==> config.mk <==
export PLATFORM = sky130hd
export DESIGN_NAME = mbsp_scan_port
export DESIGN_NICKNAME = d
export VERILOG_FILES = /design/src/mbsp_pkg.sv /design/src/mbsp_sync.sv /design/src/mbsp_fifo.sv /design/src/mbsp_scan_port.sv
export SDC_FILE = /design/constraint.sdc
export NUM_CORES = 1
export LEC_CHECK = 0
export ABC_AREA = 1
export BUFFER_PORTS_ARGS = -buffer_cell sky130_fd_sc_hd__buf_2
export CORE_MARGIN = 2
export CORE_UTILIZATION = 45
export CTS_CLUSTER_SIZE = 30
export DETAILED_ROUTE_END_ITERATION = 6
export MAX_ROUTING_LAYER = met4
export SYNTH_ARGS = -nofsm -noshare
export SYNTH_HDL_FRONTEND = slang
export SYNTH_SLANG_ARGS = --single-unit
==> constraint.sdc <==
create_clock -name clk -period 1.67 [get_ports clk]
set_input_delay 0.0835 -clock clk [delete_from_list [all_inputs] [get_ports clk]]
set_output_delay 0.0835 -clock clk [all_outputs]
set_load 0.02 [all_outputs]
==> src/mbsp_pkg.sv <==
/*
 * Package for the memory boundary scan port: chain length, reserved
 * chain positions, pad word layout and the control carrier struct.
 * Assumes a single 10 MHz core clock and all pins sampled by it.
 */
package mbsp_pkg;
    localparam int unsigned MBSP_CHAIN_LEN = 67;
    // chain positions are numbered 1..67 in exit order, stored at index n-1
    localparam int unsigned MBSP_RSVD_POS_A = 57;
    localparam int unsigned MBSP_RSVD_POS_B = 58;
    localparam int unsigned MBSP_FIFO_WIDTH = 1;
    localparam int unsigned MBSP_FIFO_DEPTH = 16;
    localparam logic MBSP_TAIL_FILL = 1'b0;
    localparam logic MBSP_ZERO = 1'b0;

    typedef logic [MBSP_CHAIN_LEN-1:0] mbsp_chain_t;

    // synchronised tester controls, carried together
    typedef struct packed {
        logic mode;
        logic shift;
        logic strobe;
        logic gate;
    } mbsp_ctl_t;

    typedef enum logic [1:0] {
        MBSP_ST_NORMAL = 2'b00,
        MBSP_ST_SCAN = 2'b01,
        MBSP_ST_LOCKED = 2'b11
    } mbsp_state_t;
endpackage : mbsp_pkg

==> src/mbsp_sync.sv <==
/*
 * Two-flop synchroniser for one pin level.
 * Assumes d comes from outside the clk domain; only q may be read.
 */
module mbsp_sync (
    input wire logic clk,
    input wire logic srst,
    input wire logic d,
    output logic q
);
    logic meta_r;
    logic meta_nxt;
    logic q_r;
    logic q_nxt;

    // first flop feeds the second only
    always_comb begin
        meta_nxt = d;
        q_nxt = meta_r;
        if (srst) begin
            meta_nxt = 1'b0;
            q_nxt = 1'b0;
        end
    end

    always_ff @(posedge clk) begin
        meta_r <= meta_nxt;
        q_r <= q_nxt;
    end

    assign q = q_r;
endmodule : mbsp_sync

==> src/mbsp_fifo.sv <==
/*
 * Small synchronous FIFO with valid/ready on both sides.
 * Assumes one clock; depth is a power of two.
 */
module mbsp_fifo #(
    parameter int unsigned WIDTH = 1,
    parameter int unsigned DEPTH = 16
) (
    input wire logic clk,
    input wire logic srst,
    input wire logic [WIDTH-1:0] in_data,
    input wire logic in_valid,
    output logic in_ready,
    output logic [WIDTH-1:0] out_data,
    output logic out_valid,
    input wire logic out_ready
);
    localparam int unsigned AW = $clog2(DEPTH);
    logic [WIDTH-1:0] mem_r [DEPTH];
    logic [AW:0] wr_r;
    logic [AW:0] wr_nxt;
    logic [AW:0] rd_r;
    logic [AW:0] rd_nxt;
    logic push;
    logic pop;
    logic full;
    logic empty;

    // extra pointer bit tells full from empty
    assign full = (wr_r[AW] != rd_r[AW]) && (wr_r[AW-1:0] == rd_r[AW-1:0]);
    assign empty = (wr_r == rd_r);
    assign in_ready = !full;
    assign out_valid = !empty;
    assign out_data = mem_r[rd_r[AW-1:0]];
    assign push = in_valid && !full;
    assign pop = out_ready && !empty;

    always_comb begin
        wr_nxt = wr_r;
        rd_nxt = rd_r;
        if (push) begin
            wr_nxt = wr_r + (AW+1)'(1);
        end
        if (pop) begin
            rd_nxt = rd_r + (AW+1)'(1);
        end
        if (srst) begin
            wr_nxt = '0;
            rd_nxt = '0;
        end
    end

    always_ff @(posedge clk) begin
        wr_r <= wr_nxt;
        rd_r <= rd_nxt;
        if (push) begin
            mem_r[wr_r[AW-1:0]] <= in_data;
        end
    end
endmodule : mbsp_fifo

==> src/mbsp_scan_port.sv <==
/*
 * Boundary scan port of the memory device: capture of pad levels into a
 * 67-position chain, serial shift-out on the lane-0 write strobe pin,
 * and suppression of normal functions while scan mode is selected.
 * Assumes every tester and normal-function pin is asynchronous to clk
 * (10 MHz), that the scan strobe stays high and low for at least four
 * clk periods, and that the controls settle three periods before it rises.
 */
// Summary of operation
// - scan mode follows scan-mode select level
// - select low captures pads, high shifts chain
// - inputs sampled on scan strobe rising edge
// - strobe may be single or irregular pulses
// - serial output driven only when gate high
// - serial data out on lane-0 write strobe
// - 67 positions, then zeros from grounded tail
// - reserved-ball positions always read zero
// - ball mirroring disabled during scan
// - no commands executed while scan selected
// - scan sets nominal C/A termination, DQ off
// - leaving scan needs power cycle, re-init
// - scan not yet selected since reset: borrowed pins act normally
module mbsp_scan_port (
    clk,
    srst,
    scan_mode_select,
    capture_shift_select,
    scan_strobe,
    scan_output_gate,
    pad_in,
    init_reset_input,
    ball_mirror_select,
    chip_select_n,
    strobe_lane0_core_out,
    strobe_lane0_core_oe_n,
    write_strobe_lane0_out,
    write_strobe_lane0_oe_n,
    reset_to_core,
    mirror_to_core,
    chip_select_n_to_core,
    cmd_enable,
    ca_term_nominal,
    dq_term_disable,
    scan_active,
    shift_count
);
    input wire logic clk;
    input wire logic srst;
    input wire logic scan_mode_select;
    input wire logic capture_shift_select;
    input wire logic scan_strobe;
    input wire logic scan_output_gate;
    input wire mbsp_pkg::mbsp_chain_t pad_in;
    input wire logic init_reset_input;
    input wire logic ball_mirror_select;
    input wire logic chip_select_n;
    input wire logic strobe_lane0_core_out;
    input wire logic strobe_lane0_core_oe_n;
    output logic write_strobe_lane0_out;
    output logic write_strobe_lane0_oe_n;
    output logic reset_to_core;
    output logic mirror_to_core;
    output logic chip_select_n_to_core;
    output logic cmd_enable;
    output logic ca_term_nominal;
    output logic dq_term_disable;
    output logic scan_active;
    output logic [7:0] shift_count;

    mbsp_pkg::mbsp_ctl_t ctl_s;
    mbsp_pkg::mbsp_chain_t pad_s;
    logic strobe_d_r;
    logic strobe_d_nxt;
    logic strobe_rise;
    mbsp_pkg::mbsp_state_t state_r;
    mbsp_pkg::mbsp_state_t state_nxt;
    mbsp_pkg::mbsp_chain_t chain_r;
    mbsp_pkg::mbsp_chain_t chain_nxt;
    logic gate_r;
    logic gate_nxt;
    logic [7:0] cnt_r;
    logic [7:0] cnt_nxt;
    logic fifo_in_valid;
    logic fifo_in_ready;
    logic fifo_out_data;
    logic fifo_out_valid;
    logic fifo_out_ready;
    logic scan_serial_out_r;
    logic scan_serial_out_nxt;
    logic scan_serial_out_oe_n_r;
    logic scan_serial_out_oe_n_nxt;
    logic rst_o_r;
    logic mir_o_r;
    logic cs_o_r;
    logic cmd_r;
    logic cat_r;
    logic dqt_r;
    logic rst_o_nxt;
    logic mir_o_nxt;
    logic cs_o_nxt;
    logic cmd_nxt;
    logic cat_nxt;
    logic dqt_nxt;
    logic rst_s;
    logic mir_s;
    logic cs_s;
    logic scan_act_r;
    logic scan_act_nxt;

    // tester pins are asynchronous: two flops each before any use
    mbsp_sync u_sync_mode (
        .clk(clk),
        .srst(srst),
        .d(scan_mode_select),
        .q(ctl_s.mode)
    );
    mbsp_sync u_sync_shift (
        .clk(clk),
        .srst(srst),
        .d(capture_shift_select),
        .q(ctl_s.shift)
    );
    mbsp_sync u_sync_strobe (
        .clk(clk),
        .srst(srst),
        .d(scan_strobe),
        .q(ctl_s.strobe)
    );
    mbsp_sync u_sync_gate (
        .clk(clk),
        .srst(srst),
        .d(scan_output_gate),
        .q(ctl_s.gate)
    );

    // normal-function pins are asynchronous too; core sees them late
    mbsp_sync u_sync_rst (
        .clk(clk),
        .srst(srst),
        .d(init_reset_input),
        .q(rst_s)
    );
    mbsp_sync u_sync_mir (
        .clk(clk),
        .srst(srst),
        .d(ball_mirror_select),
        .q(mir_s)
    );
    mbsp_sync u_sync_cs (
        .clk(clk),
        .srst(srst),
        .d(chip_select_n),
        .q(cs_s)
    );

    // pads synchronised too; their value is settled before the strobe edge
    genvar gi;
    generate
        for (gi = 0; gi < mbsp_pkg::MBSP_CHAIN_LEN; gi++) begin : g_pad
            mbsp_sync u_sync_pad (
                .clk(clk),
                .srst(srst),
                .d(pad_in[gi]),
                .q(pad_s[gi])
            );
        end
    endgenerate

    // edge finder on the synchronised strobe; no free-running clock assumed
    assign strobe_rise = ctl_s.strobe && !strobe_d_r;
    always_comb begin
        strobe_d_nxt = srst ? 1'b0 : ctl_s.strobe;
    end
    always_ff @(posedge clk) begin
        strobe_d_r <= strobe_d_nxt;
    end

    // mode tracking; once scanned, normal service waits for a power cycle
    always_comb begin
        state_nxt = state_r;
        case (state_r)
            mbsp_pkg::MBSP_ST_NORMAL: begin
                if (ctl_s.mode) begin
                    state_nxt = mbsp_pkg::MBSP_ST_SCAN;
                end
            end
            mbsp_pkg::MBSP_ST_SCAN: begin
                if (!ctl_s.mode) begin
                    state_nxt = mbsp_pkg::MBSP_ST_LOCKED;
                end
            end
            mbsp_pkg::MBSP_ST_LOCKED: begin
                if (ctl_s.mode) begin
                    state_nxt = mbsp_pkg::MBSP_ST_SCAN;
                end
            end
            default: state_nxt = mbsp_pkg::MBSP_ST_NORMAL;
        endcase
        if (srst) begin
            state_nxt = mbsp_pkg::MBSP_ST_NORMAL;
        end
        // flag registered beside the state so the output leaves a flop
        scan_act_nxt = (state_nxt == mbsp_pkg::MBSP_ST_SCAN);
    end

    always_ff @(posedge clk) begin
        state_r <= state_nxt;
        scan_act_r <= scan_act_nxt;
    end

    // chain: parallel capture or one-step shift per strobe edge
    always_comb begin
        chain_nxt = chain_r;
        gate_nxt = gate_r;
        cnt_nxt = cnt_r;
        if (state_r == mbsp_pkg::MBSP_ST_SCAN && strobe_rise) begin
            gate_nxt = ctl_s.gate;
            if (!ctl_s.shift) begin
                chain_nxt = pad_s;
                // reserved balls zeroed at capture only, so that later
                // positions still pass through these places on the way out
                chain_nxt[mbsp_pkg::MBSP_RSVD_POS_A-1] = mbsp_pkg::MBSP_ZERO;
                chain_nxt[mbsp_pkg::MBSP_RSVD_POS_B-1] = mbsp_pkg::MBSP_ZERO;
                cnt_nxt = '0;
            end else if (fifo_in_ready) begin
                // position 1 leaves first; tail fills with ground
                chain_nxt = {mbsp_pkg::MBSP_TAIL_FILL,
                    chain_r[mbsp_pkg::MBSP_CHAIN_LEN-1:1]};
                // count saturates rather than wrapping back to zero
                if (cnt_r != '1) begin
                    cnt_nxt = cnt_r + 8'h01;
                end
            end
        end
        if (srst) begin
            chain_nxt = '0;
            gate_nxt = 1'b0;
            cnt_nxt = '0;
        end
    end

    always_ff @(posedge clk) begin
        chain_r <= chain_nxt;
        gate_r <= gate_nxt;
        cnt_r <= cnt_nxt;
    end

    // each shifted bit passes the FIFO; a full FIFO holds the shift off
    // the reader never stalls, so at most one entry is ever held
    assign fifo_in_valid = state_r == mbsp_pkg::MBSP_ST_SCAN && strobe_rise && ctl_s.shift;
    assign fifo_out_ready = 1'b1;

    mbsp_fifo #(
        .WIDTH(mbsp_pkg::MBSP_FIFO_WIDTH),
        .DEPTH(mbsp_pkg::MBSP_FIFO_DEPTH)
    ) u_fifo (
        .clk(clk),
        .srst(srst),
        .in_data(chain_r[1]),
        .in_valid(fifo_in_valid),
        .in_ready(fifo_in_ready),
        .out_data(fifo_out_data),
        .out_valid(fifo_out_valid),
        .out_ready(fifo_out_ready)
    );

    // lane-0 write strobe pin: scan data in scan, core strobe in normal, released while locked
    // capture bypasses the FIFO: position 1 is on the pin before any shift
    always_comb begin
        scan_serial_out_nxt = scan_serial_out_r;
        scan_serial_out_oe_n_nxt = 1'b1;
        if (state_r == mbsp_pkg::MBSP_ST_SCAN) begin
            if (fifo_out_valid) begin
                scan_serial_out_nxt = fifo_out_data;
            end else if (strobe_rise && !ctl_s.shift) begin
                scan_serial_out_nxt = pad_s[0]; // capture presents position 1
            end
            scan_serial_out_oe_n_nxt = !gate_r;
        end else if (state_r == mbsp_pkg::MBSP_ST_NORMAL) begin
            scan_serial_out_nxt = strobe_lane0_core_out;
            scan_serial_out_oe_n_nxt = strobe_lane0_core_oe_n;
        end
        if (srst) begin
            scan_serial_out_nxt = 1'b0;
            scan_serial_out_oe_n_nxt = 1'b1;
        end
    end

    always_ff @(posedge clk) begin
        scan_serial_out_r <= scan_serial_out_nxt;
        scan_serial_out_oe_n_r <= scan_serial_out_oe_n_nxt;
    end

    // borrowed pins and core controls; scan overrides normal function
    // pins reach the core three clocks after they change
    always_comb begin
        rst_o_nxt = rst_s;
        mir_o_nxt = mir_s;
        cs_o_nxt = cs_s;
        cmd_nxt = 1'b1;
        cat_nxt = 1'b0;
        dqt_nxt = 1'b0;
        if (state_r != mbsp_pkg::MBSP_ST_NORMAL || ctl_s.mode) begin
            mir_o_nxt = 1'b0;
            cs_o_nxt = 1'b1;
            cmd_nxt = 1'b0;
            cat_nxt = 1'b1;
            dqt_nxt = 1'b1;
            rst_o_nxt = rst_o_r;
        end
        if (srst) begin
            rst_o_nxt = 1'b0;
            mir_o_nxt = 1'b0;
            cs_o_nxt = 1'b1;
            cmd_nxt = 1'b0;
            cat_nxt = 1'b0;
            dqt_nxt = 1'b0;
        end
    end

    always_ff @(posedge clk) begin
        rst_o_r <= rst_o_nxt;
        mir_o_r <= mir_o_nxt;
        cs_o_r <= cs_o_nxt;
        cmd_r <= cmd_nxt;
        cat_r <= cat_nxt;
        dqt_r <= dqt_nxt;
    end

    assign write_strobe_lane0_out = scan_serial_out_r;
    assign write_strobe_lane0_oe_n = scan_serial_out_oe_n_r;
    assign reset_to_core = rst_o_r;
    assign mirror_to_core = mir_o_r;
    assign chip_select_n_to_core = cs_o_r;
    assign cmd_enable = cmd_r;
    assign ca_term_nominal = cat_r;
    assign dq_term_disable = dqt_r;
    assign scan_active = scan_act_r;
    assign shift_count = cnt_r;
endmodule : mbsp_scan_port

* Word level (Yosys, flattened, before mapping)
Memories as Yosys holds them, arrays and structs flattened. A register that Yosys moved wholly into a read port is not among the register bits.
Index checks and enable logic that the tools add are counted.
** Storage, ports and cells
- Bits in registers :: 241
- Memory bits (writable) :: 16
- Input port bits :: 78
- Output and inout bits :: 17
- Word-level logic and storage cells :: 213
- Memories :: 1
** Cells by class
- Add/subtract/negate cells :: 3
- Equal/unequal tests :: 10
- Muxes and demuxes :: 21
- Reduce and logical (&&, ||, !) cells :: 19
** Memories
- u_fifo.mem_r :: depth 16, width 1, rd ports 1, clocked after Yosys merged registers in 1, wr ports 1, line mbsp_fifo.sv:19 : logic [WIDTH-1:0] mem_r [DEPTH];
** Operators with widths (count)
- 2-to-1 mux 67 bit :: 2
- 2-to-1 mux 8 bit :: 3
- adder 5 x 1 -> 5 bit (second input constant) :: 2
- 2-to-1 mux 1 bit :: 10
- adder 8 x 1 -> 8 bit (second input constant) :: 1
- 2-to-1 mux 4 bit :: 2
- inequality test 8 bit (second input constant) :: 1
- logical AND 1 bit :: 6
- 2-to-1 mux 2 bit :: 3
- == test 5 bit :: 1
- == test 2 x 1 -> 1 bit (second input constant) :: 2
- == test 4 bit :: 1
- zero test 1 bit :: 4
- inequality test 2 bit (second input constant) :: 2
- case mux 2 bit (2 select lines) :: 1
- AND reduction 2 bit :: 2
- nonzero test 2 bit :: 2
- OR reduction 2 bit :: 2
- inequality test 3 bit (second input constant) :: 1
- AND reduction 3 bit :: 1
- == test 2 bit (second input constant) :: 1
- zero test 2 bit :: 1
- logical OR 1 bit :: 1
- inequality test 1 bit :: 1

* Longest topological paths before layout
Gate-level depths: netlist of the first run.
- Depth after elaboration :: 7
- Mapped depth :: 10
- Depth with buffers taken out :: 10

* By module
A second synthesis of the first run with hierarchy kept.
** Unflattened totals
- Cells, all modules :: 1117
- Area total of the unflattened synthesis :: 9400.3 um2
** By module, submodules not included
- mbsp_sync :: times used 72, cells an instance 6, area an instance 55.1 um2, sequential area each 40.0 um2
- mbsp_scan_port :: times used 1, cells an instance 501, area an instance 3922.5 um2, sequential area each 1721.7 um2
- mbsp_fifo :: times used 1, cells an instance 184, area an instance 1514.0 um2, sequential area each 760.7 um2

* Worst setup path after synthesis of the first run
No wires, ideal clock.
- Path kind :: register -> register
- From :: reg cnt_r[0], in the netlist shift_count[0]
- To :: reg cnt_r[0], in the netlist shift_count[0]
- Setup time :: 0.113 ns
- Data arrival time :: 1.530 ns
- Required time :: 1.557 ns
- Slack :: 0.026 ns
- Stages on the path, launching flop included :: 9
- Path buffers :: 0
- Period minus slack after synthesis :: 1.644 ns
- Path through :: dfxtp_1 > ha_1 > nand3_1 > nor3_1 > nand2_1 > nand3_1 > nand2_1 > nor2_1 > nor2_1
** Between the ends
- Cells in the longest elaborated chain, start to end :: 4
- Elaborated cells between the ends (all ways) :: 7
- Those cells by class :: add/sub (1); eq/ne (2); mux (3); reduce/logical (1)
** Ends and longest elaborated chain
- start: declaration :: line mbsp_scan_port.sv:81 : logic [7:0] cnt_r;
- start signal: assignment :: line mbsp_scan_port.sv:245 : cnt_r <= cnt_nxt;
- adder 8 x 1 -> 8 bit :: line mbsp_scan_port.sv:231 : cnt_nxt = cnt_r + 8'h01;
- 2-to-1 mux 8 bit :: line mbsp_scan_port.sv:230 : if (cnt_r != '1) begin
- 2-to-1 mux 8 bit :: line mbsp_scan_port.sv:225 : end else if (fifo_in_ready) begin
- 2-to-1 mux 8 bit :: line mbsp_scan_port.sv:218 : if (!ctl_s.shift) begin
Parallel ways exist; a longest one is shown, timed or not. The select of a mux whose other input is x is not followed.
A chain may end at the register's enable or synchronous reset.

* Worst setup path in the final report of the first run
- From :: reg u_fifo.rd_r[1]
- To :: reg chain_r[43]
** Between the ends
- Cells in the longest elaborated chain, start to end :: 4
** Ends and longest elaborated chain
- start: declaration :: line mbsp_fifo.sv:22 : logic [AW:0] rd_r;
- start signal: assignment :: line mbsp_fifo.sv:55 : rd_r <= rd_nxt;
- == test 4 bit :: line mbsp_fifo.sv:30 : assign full = (wr_r[AW] != rd_r[AW]) && (wr_r[AW-1:0] == rd_r[AW-1:0]);
- logical AND 1 bit :: line mbsp_fifo.sv:30
- inequality test 2 bit (no line)
- AND reduction 2 bit (no line)
- end signal: assignment :: line mbsp_scan_port.sv:243 : chain_r <= chain_nxt;
- end: declaration :: line mbsp_scan_port.sv:77 : mbsp_pkg::mbsp_chain_t chain_r;
No other way between the ends.

==> results of run 1 <==
## cell families after synthesis
| kind of cell | count (synthesis) | share of synthesized area [%] |
|---|---|---|
| flops | 260 | 56.4 |
| fa+ha+maj | 9 | 1.18 |
| compound gates | 102 | 5.46 |
| simple gates | 631 | 26.2 |
| xor+xnor | 6 | 0.552 |
| buf+inv | 240 | 10.3 |
## area by class of cell
cell class              instances  area [um2]  share of cell area (%)
multi-input cells             748        3240                    26.8
inverters                     184         694                    5.74
clock buffers                  33         728                    6.02
well taps                     275         344                    2.84
clock inverters                16         208                    1.72
flip-flops and latches        260        5370                    44.4
repair buffers                196        1520                    12.6
## stage by stage
stage / std cells / cell area (um2) / worst slack [ps] / setup TNS (ps)
finish: 1712 / 12100 / 108 / 0
global route: 1712 / 12100 / -3.22 / -7.63
CTS: 1712 / 12000 / -21.5 / -61.3
detailed placement: 1589 / 10300 / -18.6 / -18.6
global placement: 1589 / 10300 / 47.0 / 0
floorplan: 1248 / 9510 / 26.3 / 0
## where the power goes
group	total [mW]	leakage [nW]	internal, mW	switching, mW
clock	6.23	0.468	3.86	2.37
combinational	1.75	3.02	0.735	1.02
sequential	6.87	2.16	6.66	0.208
## sequential cells by signal, summed over array words and instances, names as in the netlist, 2 cells and up, named ones only
| signal | flops |
|---|---|
| shift_count | 8 |
| u_fifo.mem_r | 16 |
| g_pad.u_sync_pad.meta_r | 65 |
| chain_r | 66 |
| g_pad.u_sync_pad.q | 65 |
| u_fifo.wr_r | 5 |
| state_r | 2 |
| u_fifo.rd_r | 5 |
## per-layer routing
layer	vias to the layer above	global-route usage (%)	part of all wire, %
li1	4062	-	-
met1	3305	20.6	46
met2	95	28.9	48
met3	31	2.78	3.2
met4	0	4.86	2.1
met5	-	-	0
## critical path, stage by stage, from the launching register on
cell	delay, ps
dfxtp_1	380
inv_1	90
nand2_1	60
nand2_1	70
nor2_4	160
nand4_4	120
nand2_4	130
inv_2	60
buf_12	180
nor2_1	130
nor2_1	50
## worst paths after layout
| kind | slack (ps) | end | from |
|---|---|---|---|
| worst min-delay path | 30 | write_strobe_lane0_oe_n | srst |
| worst max-delay path | 110 | chain_r[43] | u_fifo.rd_r[1] |
| worst min register to register | 400 | g_pad[24].u_sync_pad.q | g_pad[24].u_sync_pad.meta_r |
| worst max register to register | 110 | chain_r[43] | u_fifo.rd_r[1] |
## Yosys cell counts, drive strengths merged
| master | n |
|---|---|
| a21oi | 23 |
| a22o | 1 |
| and2 | 1 |
| buf | 23 |
| clkbuf | 33 |
| clkinv | 1 |
| dfxtp | 244 |
| edfxtp | 16 |
| ha | 9 |
| inv | 183 |
| nand2 | 274 |
| nand3 | 29 |
| nand3b | 2 |
| nand4 | 8 |
| nor2 | 313 |
| nor3 | 2 |
| nor3b | 1 |
| o211ai | 1 |
| o21ai | 76 |
| o31ai | 1 |
| or2 | 1 |
| xnor2 | 2 |
| xor2 | 4 |
## cells in the final DEF (no fill, tap or decap), types with 3 or more instances in the layout
cell	instances
nor2_1	305
clkbuf_16	27
buf_2	91
o21ai_1	40
dfxtp_1	241
ha_1	8
clkinv_2	11
xor2_1	3
nand3_2	3
clkbuf_8	3
o21ai_0	36
buf_12	7
a21oi_1	23
buf_4	23
dlygate4sd3_1	74
nand2_2	7
nand2_1	266
edfxtp_1	16
inv_1	177
nand4_1	7
nand3_1	26
bufinv_16	5
inv_2	5
nor2_2	6
clkbuf_1	3
dfxtp_2	3
## what timing repair did
item / CTS / global route
hold buffers: 74 / 0
setup endpoints to repair: 3 / 85
pin swaps: 0 / 2
gates resized for setup: 2 / 20
endpoints found under the hold margin: 74 / 0
==> impl_metrics.csv, run 1 <==
group,metric,value,unit
synthesis,yosysSeqAreaShare,56.4,%
routing,avgRoutedWirePerCell,10.7,um
clocking,cts-buffers-inserted,27,
global_routing,grt_usage,16.9,%
worst_setup_path,worstRegToRegCells,10,
die,start_util,45.5,%
global_routing,grt_pass1_vias,6756,
hold_path,min_path_type,"primary input to flip-flop",
clocking,cts_sinks,260,
die,die_x,149,um
synthesis,yosys_warnings,0,
timing,clock.fmax,640,MHz
synthesis,ys_types,32,
final_layout,fillCellCount,1933,
final_layout,num_antenna_cells,0,
die,ios,95,
synthesis,synth_top_area_share,51.3,%
timing,worst_pin_slew,547,ps
placed_design,globalplace.congestion,0.806,
timing,hold_ws,34.4,ps
routing,drc,0,
run_status,status,"finished clean",
die,die_h,149,um
placed_design,hpwlAfterDp,10400,um
timing,maxSlewHeadroom,63.5,%
hold_path,hold_path_depth,3,
clocking,cts_tree,"yes",
global_routing,grt_max_degree,105,
timing,setup_viol,0,
synthesis,avgSynthCellArea,7.62,um2
routing,antenna_left,0,
clocking,clk_pin_slew,60,ps
routing,vias_per_cell,4.38,
global_routing,overflow,0,
timing,slew_viol_final,0,
clocking,postCtsSetupRepairBufs,0,
routing,vias,7493,
final_layout,fin_util,57.9,%
worst_setup_path,crit_arrival,1980,ps
synthesis,ys_ff_latch,260,
clocking,htree_levels,1,
routing,drtIter0Drc,350,
global_routing,grt_antenna_before_repair,0,
final_layout,fin_nets,1504,
die,dieArea,0.0223,mm2
worst_setup_path,crit_path_end_kind,"flip-flop",
clocking,cts_root_buf,"clkbuf_16",
power_and_ir_drop,vdd_drop_max,0.000755,V
worst_setup_path,cp-start-kind,"flip-flop",
synthesis,synth_cells,1248,
global_routing,grt_pass1_wl,30800,um
routing,drt-pass1-iter-count,6,
power_and_ir_drop,p_leak,5.64,nW
worst_setup_path,crit_fanout,50,
placed_design,numPortBuffers,92,
clocking,cts_buffer_depth,3,
die,core_area,0.0209,mm2
synthesis,yosys-top-cells-area,"dfxtp_1, nor2_1, nand2_1",
flow_run,cap_violations,0,
timing,skew,10.5,ps
power_and_ir_drop,pwr_density_cell,1230,mW/mm2
worst_setup_path,required,2080,ps
timing,finalHoldViolations,0,
timing,fin_crit_sh,93.5,%
clocking,clock_latency,520,ps
synthesis,syn-num-nets,1335,
routing,drt-total-wl,18300,um
final_layout,area_growth,27.2,%
synthesis,syn_area,0.00951,mm2
power_and_ir_drop,finalPower,14.9,mW
timing,min_period,1560,ps
synthesis,yosysTopAreaCell,"dfxtp_1",
worst_setup_path,crit_type,"flip-flop to flip-flop",
die,rows,53,
final_layout,drive_gt1_share,14.1,%
Note: power is estimated with default switching activity, not from simulation.
==> inputs of run 2 (changes only) <==
- PLACE_DENSITY: default -> 0.69
==> impl_metrics.csv, run 2 (synthesis results as in run 1) <==
group,metric,value,unit
clocking,cts_buffer_depth,3,
global_routing,grtUsageMet1,19.9,%
die,ios,95,
global_routing,overflow,0,
final_layout,area_growth,27.7,%
final_layout,fin_cells,1710,
global_routing,grt.busiest_layer,"met2",
routing,antenna_left,0,
timing,clock.fmax,622,MHz
timing,hold_ws,305,ps
power_and_ir_drop,pwr_density_cell,1260,mW/mm2
hold_path,min_path_type,"primary input to flip-flop",
clocking,clk_pin_slew,60,ps
global_routing,met2_usage,28.3,%
clocking,cts_root_buf,"clkbuf_16",
worst_setup_path,cp-start-kind,"flip-flop",
timing,slew_viol_final,0,
final_layout,largest_reg_flops,66,
global_routing,grt_pass1_wl,30400,um
global_routing,grt_max_degree,79,
routing,drtIter0Drc,438,
routing,avgRoutedWirePerCell,10.8,um
placed_design,hpwlAfterDp,10700,um
final_layout,seqCellArea,0.00538,mm2
clocking,htree_levels,1,
clocking,cts-buffers-inserted,26,
worst_setup_path,required,2070,ps
final_layout,drive_gt1_share,13.9,%
global_routing,grt_usage,16.6,%
final_layout,final_cell_mix,"nor2_1, nand2_1, dfxtp_1",
power_and_ir_drop,vdd_drop_max,0.000823,V
worst_setup_path,crit_fanout,3,
worst_setup_path,crit_arrival,2010,ps
placed_design,numPortBuffers,92,
placed_design,globalplace.congestion,0.821,
run_status,status,"finished clean",
worst_setup_path,rr_startpoint,"state_r[1]",
timing,skew,10.8,ps
final_layout,fin_nets,1502,
placed_design,dp.cells,1585,
clocking,cts_sinks,260,
routing,drt-total-wl,18400,um
hold_path,hp-start,"pad_in[23]",
clocking,cts_tree,"yes",
timing,setup_viol,0,
die,core_area,0.0209,mm2
timing,min_period,1610,ps
timing,finalHoldViolations,0,
final_layout,layout.cells.most_common,"nor2_1",
global_routing,grt_antenna_before_repair,0,
timing,worst_pin_slew,561,ps
die,rows,53,
die,die_h,149,um
final_layout,fillCellCount,1822,
routing,drc,0,
final_layout,multi_input_area,0.00322,mm2
routing,drt-pass1-iter-count,4,
power_and_ir_drop,p_leak,5.65,nW
flow_run,cap_violations,0,
timing,fin_crit_sh,96.3,%
power_and_ir_drop,finalPower,15.3,mW
global_routing,grtUsageMet3,2.78,%
global_routing,grt_pass1_vias,6959,
die,dieArea,0.0223,mm2
die,start_util,45.5,%
worst_setup_path,crit_path_end_kind,"flip-flop",
worst_setup_path,crit_start,"state_r[1]",
die,die_x,149,um
final_layout,largest-register,"chain_r",
worst_setup_path,crit_type,"flip-flop to flip-flop",
routing,vias_per_cell,4.42,
timing,maxSlewHeadroom,62.6,%
clocking,clock_latency,510,ps
routing,vias,7556,
-- run 2: cell count changes in the layout (fill, tap and decap cells not counted), sizes merged --
cell | previous run | this run
clkbuf | 33 | 35
clkinv | 11 | 4
inv | 183 | 185
bufinv | 5 | 8
buf | 122 | 118
dlygate4sd3 | 74 | 76
diode | 0 | 1
clkinvlp | 1 | 0
-- run 2: repair_timing --
action	CTS	global route
setup buffers	0	0
gates resized for setup	1	25
cloned	0	1
endpoints found under the hold margin	81	0
hold buffers	76	0
setup endpoints to repair	11	99
pin swaps	0	0
-- run 2: layout make-up --
type                            count  area share, %
Multi-Input combinational cell    748           26.5
Antenna cell                        1         0.0206
Timing Repair Buffer              195           12.4
Tap cell                          275           2.83
Clock buffer                       34           6.11
Clock inverter                     13           2.21
Sequential cell                   260           44.2
Inverter                          184           5.71
-- run 2: path summary, 6_finish.rpt --
| path | end | slack (ps) | cells past startpoint |
|---|---|---|---|
| worst max-delay path | write_strobe_lane0_oe_n | 60 | 6 |
| worst min register to register | g_pad[18].u_sync_pad.q | 390 | 2 |
| worst max register to register | write_strobe_lane0_oe_n | 60 | 6 |
| worst min-delay path | g_pad[23].u_sync_pad.meta_r | 310 | 4 |
-- run 2: report_power, final --
group          leakage (nW)  switching (mW)  internal (mW)
clock network         0.498            2.31           4.36
logic                  2.99            1.05          0.735
registers              2.16           0.208           6.67
total                  5.65            3.57           11.8
-- run 2: critical path, stage by stage (launching register included) --
cell	delay (ps)
dfxtp_2	320
inv_1	130
ha_2	210
inv_2	50
o21ai_0	140
o211ai_1	100
dlygate4sd3_1	550
-- run 2: stage by stage --
| step | TNS [ps] | cell area (um2) | setup slack, ps | utilization [%] |
|---|---|---|---|---|
| finish | 0 | 12100 | 61.7 | 58.2 |
| global route | -68.8 | 12100 | -29.6 | 58.1 |
| CTS | -33.9 | 12100 | -23.2 | 57.7 |
| floorplan | 0 | 9510 | 26.3 | - |
| detailed placement | -52.8 | 10300 | -29.7 | 49.2 |
| global placement | 0 | 10300 | 40.6 | 49.2 |
-- run 2: routing by layer --
layer,part of all wire [%],up-vias
met5,0,-
met4,1.8,0
met3,4.0,33
met2,49,133
met1,46,3339
li1,-,4051
